### config.mk
export PLATFORM = sky130hd
export DESIGN_NAME = aptsm_top
export DESIGN_NICKNAME = d
export VERILOG_FILES = /design/src/rtl/aptsm_pkg.sv /design/src/rtl/aptsm_lane.sv /design/src/rtl/aptsm_top.sv
export VERILOG_INCLUDE_DIRS = /design/src /design/src/rtl
export SDC_FILE = /design/constraint.sdc
export NUM_CORES = 1
export LEC_CHECK = 0
export ABC_AREA = 1
export BUFFER_PORTS_ARGS = -buffer_cell sky130_fd_sc_hd__buf_2
export CORE_ASPECT_RATIO = 2
export CORE_MARGIN = 2
export CORE_UTILIZATION = 50
export DETAILED_ROUTE_END_ITERATION = 8
export PLACE_DENSITY = 0.83
export SYNTH_ARGS = -nofsm -noshare
export SYNTH_HDL_FRONTEND = slang
export SYNTH_SLANG_ARGS = --single-unit
### constraint.sdc
create_clock -name CLK -period 5.5 [get_ports CLK]
set_clock_uncertainty 0.05 [all_clocks]
set_input_delay 1.1 -clock CLK [delete_from_list [all_inputs] [get_ports CLK]]
set_output_delay 1.1 -clock CLK [all_outputs]
set_load 0.02 [all_outputs]
### src/rtl/aptsm_consts.svh
// register offsets, field positions and reset values of the tx slot mapper
`ifndef APTSM_CONSTS_SVH
`define APTSM_CONSTS_SVH
`define APTSM_IDX_FMT 6'h1A
`define APTSM_IDX_OFFSET 6'h1C
`define APTSM_IDX_ROUTE 6'h1D
`define APTSM_IDX_CH1 6'h1E
`define APTSM_IDX_STATUS 6'h30
`define APTSM_RST_FMT 8'h00
`define APTSM_RST_OFFSET 8'h00
`define APTSM_RST_ROUTE 8'h00
`define APTSM_RST_CH1 8'h20
`define APTSM_MASK_FMT 8'hC0
`define APTSM_MASK_OFFSET 8'h1F
`define APTSM_MASK_CH1 8'h3F
`define APTSM_FMT_LSB 6
`define APTSM_CH1_EN_BIT 5
`define APTSM_I2S_DELAY 12'h001
`define APTSM_SLOTS_LR 12'h010
`define APTSM_SLOTS_TDM 12'h020
`define APTSM_LR_SLOT_BASE 5'h10
`define APTSM_OTHER_EN 7'h7F
`endif

### src/rtl/aptsm_pkg.sv
// types shared by the tx slot mapper
package aptsm_pkg;
   typedef enum logic [1:0] {
      APTSM_TDM = 2'b00,
      APTSM_I2S = 2'b01,
      APTSM_LJ = 2'b10,
      APTSM_RSV = 2'b11
   } aptsm_fmt_e;
   typedef logic [4:0] aptsm_slot_t;
endpackage : aptsm_pkg

### src/rtl/aptsm_lane.sv
// one output channel: slot match and bit pick
`timescale 1ns/1ps
`default_nettype none
module aptsm_lane
   import aptsm_pkg::*;
#(
   parameter int W = 32,
   parameter int LW = 5
)(
   input wire logic in_frame,
   input wire aptsm_slot_t slot_now,
   input wire logic [LW-1:0] bit_now,
   input wire logic lane_en,
   input wire aptsm_slot_t lane_slot,
   input wire logic [W-1:0] word,
   output logic hit,
   output logic bit_val
);
   assign hit = in_frame && lane_en && (slot_now == lane_slot);
   assign bit_val = word[bit_now];
endmodule : aptsm_lane
`default_nettype wire

### src/rtl/aptsm_top.sv
// transmit slot mapper of the primary audio port with wishbone registers
//
// How it works
// - slot 0 msb is delayed by the 5-bit offset field in bit-clock cycles, zero meaning standard position.
// - the offset applies to both data pins and shifts left and right slot 0 equally in i2s and lj.
// - route bit n-1 sends channel n to pin a when 0 and to pin b when 1.
// - channel 1 enable bit 5 resets to 1; 0 tri-states its slot, 1 sends channel 1 data.
// - channel 1 slot number is slot 0-31 in tdm, left 0-15 or right 0-15 (values 16-31) in i2s and lj.
// - format code 0 is tdm, 1 i2s, 2 lj, 3 reserved and idle.
`include "aptsm_consts.svh"
`timescale 1ns/1ps
`default_nettype none
module aptsm_top
   import aptsm_pkg::*;
#(
   parameter int SLOT_BITS = 32,
   parameter int HALF_BITS = 512
)(
   input wire logic CLK,
   input wire logic RSTN,
   input wire logic CYC_I,
   input wire logic STB_I,
   input wire logic WE_I,
   input wire logic [7:0] ADR_I,
   input wire logic [3:0] SEL_I,
   input wire logic [31:0] DAT_I,
   output logic [31:0] DAT_O,
   output logic ACK_O,
   input wire logic FSYNC,
   input wire logic [8*SLOT_BITS-1:0] CH_DATA,
   output logic DOUT_A,
   output logic DOUT_A_OE_N,
   output logic SERIAL_OUT_B,
   output logic SERIAL_OUT_B_OE_N
);
   localparam int LW = $clog2(SLOT_BITS);
   localparam logic [11:0] W12 = 12'(SLOT_BITS);
   localparam logic [11:0] HALF12 = 12'(HALF_BITS);
   localparam logic [11:0] CNT_MAX = 12'hFFF;

   // refuse sizes the counter and lanes cannot serve
   if (SLOT_BITS < 2 || SLOT_BITS > 32 || (1 << LW) != SLOT_BITS)
   begin : g_bad_slot_bits
      $error("slot width must be a power of two from 2 to 32");
   end
   if (HALF_BITS < 16 * SLOT_BITS || HALF_BITS > 1024)
   begin : g_bad_half_bits
      $error("half frame must hold 16 slots and fit 1024 bits");
   end

   logic [7:0] fmt_reg;
   logic [7:0] offset_reg;
   logic [7:0] route_reg;
   logic [7:0] ch1_reg;
   logic [11:0] cnt;
   logic [SLOT_BITS-1:0] held [8];
   logic [SLOT_BITS-1:0] word_now [8];
   logic [11:0] cnt_now;
   logic [11:0] pos;
   logic [11:0] lead;
   logic in_frame;
   aptsm_slot_t slot_now;
   logic [LW-1:0] bit_now;
   aptsm_fmt_e fmt;
   logic [7:0] lane_en;
   aptsm_slot_t lane_slot [8];
   logic [7:0] hit;
   logic [7:0] bits;
   logic wr;
   logic [5:0] idx;

   // register bus
   assign idx = ADR_I[7:2];
   assign wr = CYC_I && STB_I && WE_I && !ACK_O && SEL_I[0];

   always_ff @(posedge CLK)
   begin
      if (!RSTN)
         ACK_O <= 1'b0;
      else
         ACK_O <= CYC_I && STB_I && !ACK_O;
   end

   always_ff @(posedge CLK)
   begin
      if (!RSTN)
      begin
         fmt_reg <= `APTSM_RST_FMT;
         offset_reg <= `APTSM_RST_OFFSET;
         route_reg <= `APTSM_RST_ROUTE;
         ch1_reg <= `APTSM_RST_CH1;
      end
      else if (wr)
      begin
         unique case (idx)
            `APTSM_IDX_FMT: fmt_reg <= DAT_I[7:0] & `APTSM_MASK_FMT;
            `APTSM_IDX_OFFSET: offset_reg <= DAT_I[7:0] & `APTSM_MASK_OFFSET;
            `APTSM_IDX_ROUTE: route_reg <= DAT_I[7:0];
            `APTSM_IDX_CH1: ch1_reg <= DAT_I[7:0] & `APTSM_MASK_CH1;
            default: ;
         endcase
      end
   end

   always_ff @(posedge CLK)
   begin
      if (!RSTN)
         DAT_O <= 32'h00000000;
      else if (CYC_I && STB_I && !ACK_O)
      begin
         unique case (idx)
            `APTSM_IDX_FMT: DAT_O <= {24'h000000, fmt_reg};
            `APTSM_IDX_OFFSET: DAT_O <= {24'h000000, offset_reg};
            `APTSM_IDX_ROUTE: DAT_O <= {24'h000000, route_reg};
            `APTSM_IDX_CH1: DAT_O <= {24'h000000, ch1_reg};
            `APTSM_IDX_STATUS: DAT_O <= {24'h000000, !DOUT_A_OE_N, !SERIAL_OUT_B_OE_N, in_frame, slot_now};
            default: DAT_O <= 32'h00000000;
         endcase
      end
   end

   // frame bit counter, idle at its maximum
   always_ff @(posedge CLK)
   begin
      if (!RSTN)
         cnt <= CNT_MAX;
      else if (FSYNC)
         cnt <= 12'h001;
      else if (cnt != CNT_MAX)
         cnt <= cnt + 12'h001;
   end

   always_ff @(posedge CLK)
   begin
      if (FSYNC)
         for (int k = 0; k < 8; k++)
            held[k] <= CH_DATA[k*SLOT_BITS +: SLOT_BITS];
   end

   always_comb
   begin
      for (int k = 0; k < 8; k++)
         word_now[k] = FSYNC ? CH_DATA[k*SLOT_BITS +: SLOT_BITS] : held[k];
   end

   // position inside the frame after offset
   assign cnt_now = FSYNC ? 12'h000 : cnt;
   assign fmt = aptsm_fmt_e'(fmt_reg[`APTSM_FMT_LSB +: 2]);

   always_comb
   begin
      lead = {7'h00, offset_reg[4:0]};
      pos = 12'h000;
      in_frame = 1'b0;
      slot_now = 5'h00;
      unique case (fmt)
         APTSM_TDM:
         begin
            pos = cnt_now - lead;
            in_frame = (cnt_now != CNT_MAX) && (cnt_now >= lead) && (pos < `APTSM_SLOTS_TDM * W12);
            slot_now = 5'(pos >> LW);
         end
         APTSM_I2S, APTSM_LJ:
         begin
            if (fmt == APTSM_I2S)
               lead = lead + `APTSM_I2S_DELAY;
            // left slot 15 tail runs until the shifted right msb
            if (cnt_now >= HALF12 + lead)
            begin
               pos = cnt_now - HALF12 - lead;
               in_frame = (cnt_now != CNT_MAX) && (cnt_now >= HALF12 + lead) && (pos < `APTSM_SLOTS_LR * W12);
               slot_now = `APTSM_LR_SLOT_BASE | 5'(pos >> LW);
            end
            else
            begin
               pos = cnt_now - lead;
               in_frame = (cnt_now >= lead) && (pos < `APTSM_SLOTS_LR * W12);
               slot_now = 5'(pos >> LW);
            end
         end
         APTSM_RSV: in_frame = 1'b0;
      endcase
      bit_now = LW'(W12 - 12'h001 - 12'(pos[LW-1:0]));
   end

   // channel lanes
   assign lane_en = {`APTSM_OTHER_EN, ch1_reg[`APTSM_CH1_EN_BIT]};

   genvar g;
   generate
      for (g = 0; g < 8; g++)
      begin : g_lane
         if (g == 0)
         begin : g_ch1
            assign lane_slot[g] = ch1_reg[4:0];
         end
         else
         begin : g_other
            assign lane_slot[g] = 5'(g);
         end
         aptsm_lane #(.W(SLOT_BITS), .LW(LW)) u_lane (
            .in_frame(in_frame),
            .slot_now(slot_now),
            .bit_now(bit_now),
            .lane_en(lane_en[g]),
            .lane_slot(lane_slot[g]),
            .word(word_now[g]),
            .hit(hit[g]),
            .bit_val(bits[g])
         );
      end
   endgenerate

   // pin routing and output stage
   always_ff @(posedge CLK)
   begin
      if (!RSTN)
      begin
         DOUT_A <= 1'b0;
         DOUT_A_OE_N <= 1'b1;
         SERIAL_OUT_B <= 1'b0;
         SERIAL_OUT_B_OE_N <= 1'b1;
      end
      else
      begin
         DOUT_A <= |(hit & ~route_reg & bits);
         DOUT_A_OE_N <= ~|(hit & ~route_reg);
         SERIAL_OUT_B <= |(hit & route_reg & bits);
         SERIAL_OUT_B_OE_N <= ~|(hit & route_reg);
      end
   end
endmodule : aptsm_top
`default_nettype wire

==> flow_results.org <==
** Outcome
- The flow ran to the end, and the final reports show no timing, DRC or antenna violations.

** Worst setup path
- At the worst endpoint, the arrival time is 4.94 ns.
- The worst setup path is launched from a flop.
- STA puts the critical path data required time at 5.98 ns.
- For flop-to-flop paths, the worst setup slack is 1.04 ns.
- Setup CP Type :: flop to flop
- R2R cell count :: 19
- The worst register-to-register path begins at fmt_reg[6].
- Maximum fanout along the worst path :: 83
- STA classifies the critical path endpoint as a flop.
- Crit Reg-Reg Endpoint :: DOUT_A

** CTS
- CTS Hold Bufs :: 0
- Buffer depth of the longest clock path :: 3
- Clock-pin slew reported for the worst setup and hold paths after clock tree synthesis :: 0.08 ns
- TritonCTS built the clock tree.
- Post-CTS repair timing setup buffer count :: 0
- Once the clock tree was built, the resizer swapped 0 gates to a different size.
- Clock network latency to the later pin of the worst-skew pair :: 0.60 ns
- Count of H-tree levels built during CTS :: 1
- Number of buffers created by CTS :: 29
- Clk Tree Root Cell :: clkbuf_16
- The clock net in this run drives a total of 302 sinks.

** Synth
- Flops & latches, synth :: 302
- Summing the areas of all and, or, nand and nor instances in the mapped netlist gives 21.12% of the synthesized area.
- Compound-Gate Fraction of Synth Area :: 18.66%
- For this run, the register share of the synthesized area comes to 48.97%.
- After synthesis, the most frequently instantiated cells are 381 x nor2_1, 328 x o21ai_0, 241 x nand2_1.
- Per-instance average area after synthesis :: 8.313 um2
- Yosys mapped a number of flops with a built-in enable equal to 224.
- Synthesis produced 2036 cells.
- Measured against the total synthesized area, the mux share comes to 0.9462%.
- After synthesis, the largest family of logic cells by area is simple AND/OR/NAND/NOR gates.
- The synthesized design spends more area on one cell type than any other, namely edfxtp_1.
- Portion of synthesized cell area occupied by the leading cell type :: 39.74%
- Synth Warn # :: 0
- Of the total synthesized cell area, the portion taken by XOR and XNOR cells is 0.3105%.
- The mapped netlist covers 16930 um2.
- Most frequently used flop master after synthesis :: edfxtp_1
- The number of different library cells used by synthesis comes to 52.
- Of all flip-flops after synthesis, the portion carrying an async set or reset was 0%.
- Top cells by area in the synthesized netlist :: edfxtp_1 40%, o21ai_0 9.7%, dfxtp_1 9.2%, nor2_1 8.4%, nand2_1 5.3%
- After Yosys synthesis, full adders, half adders and majority gates account for 2.661% of the synthesized area.
- The most common cell in the synthesized netlist is nor2_1.

** Timing
- Final period utilization :: 81.14%
- Setup repair after global routing left no endpoint under its margin.
- The hold violation total from the final report is 0.
- Slew headroom :: 38.79%
- Setup slack after layout :: 1.037 ns
- Number of max-slew violations in the final report :: 0
- Fmax :: 224.1 MHz
- For the pin with the worst max-slew slack, the measured transition is 0.9182 ns.
- For the finished layout, the period the worst path requires is 4.463 ns.
- Hold is met by 0.4005 ns.
- After routing, the total negative slack on setup checks comes to 0 ns.
- Count of endpoints failing setup in the final report :: 0

** Drt
- Max Used Layer :: met4
- Routed wirelength normalized by instance count :: 20.05 um
- Number of nets with antenna violations after routing :: 0
- The pre-antenna-repair detailed-routing pass consisted of 9 iterations.
- Detail Route met2 WL :: 28050 um
- The routed design uses 3363 um of met3 wire.
- Initial DRC Count :: 1642
- The routed layout has 15910 vias.
- Final wirelength :: 55080 um
- For this run, design rule violations remaining after detail routing come to 0.
- Sum of routed wire segments on met1 :: 18600 um
- Via-per-instance ratio :: 5.790

** Placed design
- After detailed placement, the total cell area comes to 18500 um2.
- Number of placed instances, taps included :: 2660
- Before CTS, the worst setup slack after placement is 0.6169 ns.
- Buffers placed on the I/O ports in this run total 289.
- Routability-driven placement finished with a final weighted congestion of 0.9829.
- DPL Wire Length :: 39990 um

** Final layout
- The count of cells in the finished layout, fillers not included, comes to 2747.
- The largest registers in the layout are held: 256 flops, cnt: 12 flops.
- Filler cells :: 2962
- Final-stage net count :: 2594
- Share of post-route cells with drive strength above 1 :: 18.57%
- Largest register by flop count :: held
- Total non-filler cell area in the finished layout :: 19590 um2
- Flip-flop count of the largest register, all copies and words added :: 256
- Synthesis-to-layout area growth :: 15.74%
- Measured on the finished design, the core utilization comes to 58.44%.

** Die
- Core area :: 33520 um2
- Die footprint :: 35430 um2
- Initial cell density of the core :: 50.50%
- Die Width :: 134.1 um
- Standard-cell rows :: 95
- I/O Pins :: 343
- Chip height :: 264.2 um

** Worst hold path
- The path class of the tightest hold or removal check is flop to flop.
- Launch instance of the worst min-delay path :: held[1][0]
- WHS Path Cells :: 2
- The path with the worst hold slack has its endpoint at held[1][0].

** GRT
- Antenna violations before repair :: 33
- Maximum number of pins on one net before global-route repair :: 200
- Via count of the first global-routing pass :: 15310
- The first global-routing pass estimated 82160 um of wire.
- All-Layer GR Usage :: 29.87%
- Overall overflow remaining after global route :: 0

** Run
- Max-cap violations in this run came to 0.

** Power
- Total chip power :: 5.977 mW
- For this design the static power due to leakage is 8.092 nW.
- P per Cell Area :: 305.1 nW/um2
- IR drop worst, VDD :: 0.0002782 V
==> cell type report <==
class	count	area [um2]	area share (%)
Clock inverter	19	186.4	0.9517
Antenna cell	33	82.58	0.4215
Inverter	144	550.5	2.810
Clock buffer	35	822.0	4.196
Tap cell	436	545.5	2.785
Sequential cell	302	8288	42.31
Multi-Input combinational cell	1474	7508	38.33
Timing Repair Buffer	304	1607	8.201
==> worst max-delay path by stage <==
stage          slack (ns)  depth (start not counted)  startpoint          end
2_1_floorplan        0.80                         26       FSYNC  DOUT_A_OE_N
3_3_place_gp         0.67                         20       FSYNC       DOUT_A
3_5_place_dp         0.62                         20       FSYNC       DOUT_A
4_1_cts              1.11                         19  fmt_reg[6]       DOUT_A
5_1_grt              0.78                         19  fmt_reg[6]       DOUT_A
6_report             1.04                         19  fmt_reg[6]       DOUT_A
==> routing by layer <==
layer  track usage (%)  vias to the layer above
li1                  -                     7463
met1             32.18                     7422
met2             51.60                      814
met3             3.358                      206
met4             25.26                        0
met5                 0                        -
==> power by group <==
group	internal (mW)	leakage, nW	total, mW	switching [mW]
Combinational	0.372	4.75	1.15	0.778
Sequential	2.63	2.84	2.68	0.0491
Clock	1.18	0.501	2.15	0.970
==> critical path: stages (launching register included) <==
cell,delay [ns]
dfxtp_1,0.45
inv_1,0.11
ha_1,0.57
inv_1,0.20
o22ai_1,0.41
nand2_8,0.11
inv_6,0.42
buf_4,0.35
o21ai_0,0.13
o22ai_1,0.23
nand2_1,0.08
o21ai_0,0.25
nand2_1,0.11
nand3_1,0.10
nand2_1,0.07
nor2_1,0.26
a21oi_1,0.12
nor2_1,0.12
nor2_1,0.06
a21oi_2,0.14
==> placed cells by master, fill, tap and decap left out, types with 6 or more instances in the layout <==
master / instances
clkbuf_16: 32
nand4_1: 14
o21ai_0: 328
clkinv_1: 7
nor2_2: 6
a31oi_1: 21
o22a_1: 34
inv_2: 6
buf_4: 12
or2_2: 17
o211ai_1: 7
inv_6: 6
nand3_1: 126
inv_1: 130
o21ai_1: 17
buf_2: 288
nand2_1: 241
mux2i_1: 16
edfxtp_1: 224
nor3_1: 10
ha_1: 28
o22ai_1: 47
conb_1: 24
a21oi_1: 85
nor2_1: 381
dfxtp_1: 78
diode_2: 33
nand2_2: 11
==> cells by family (layout without fill, tap and decap cells) <==
group	count (synthesis)	count (layout)
flip-flops	302	302
adder cells (fa/ha/maj)	33	33
AND/OR/NAND/NOR	830	830
multiplexers	16	16
buffers and inverters	283	502
XOR/XNOR	6	6
other	1	57
AO/OA/AOI/OAI	565	565
No activity file was read; power rests on OpenSTA's default activity.
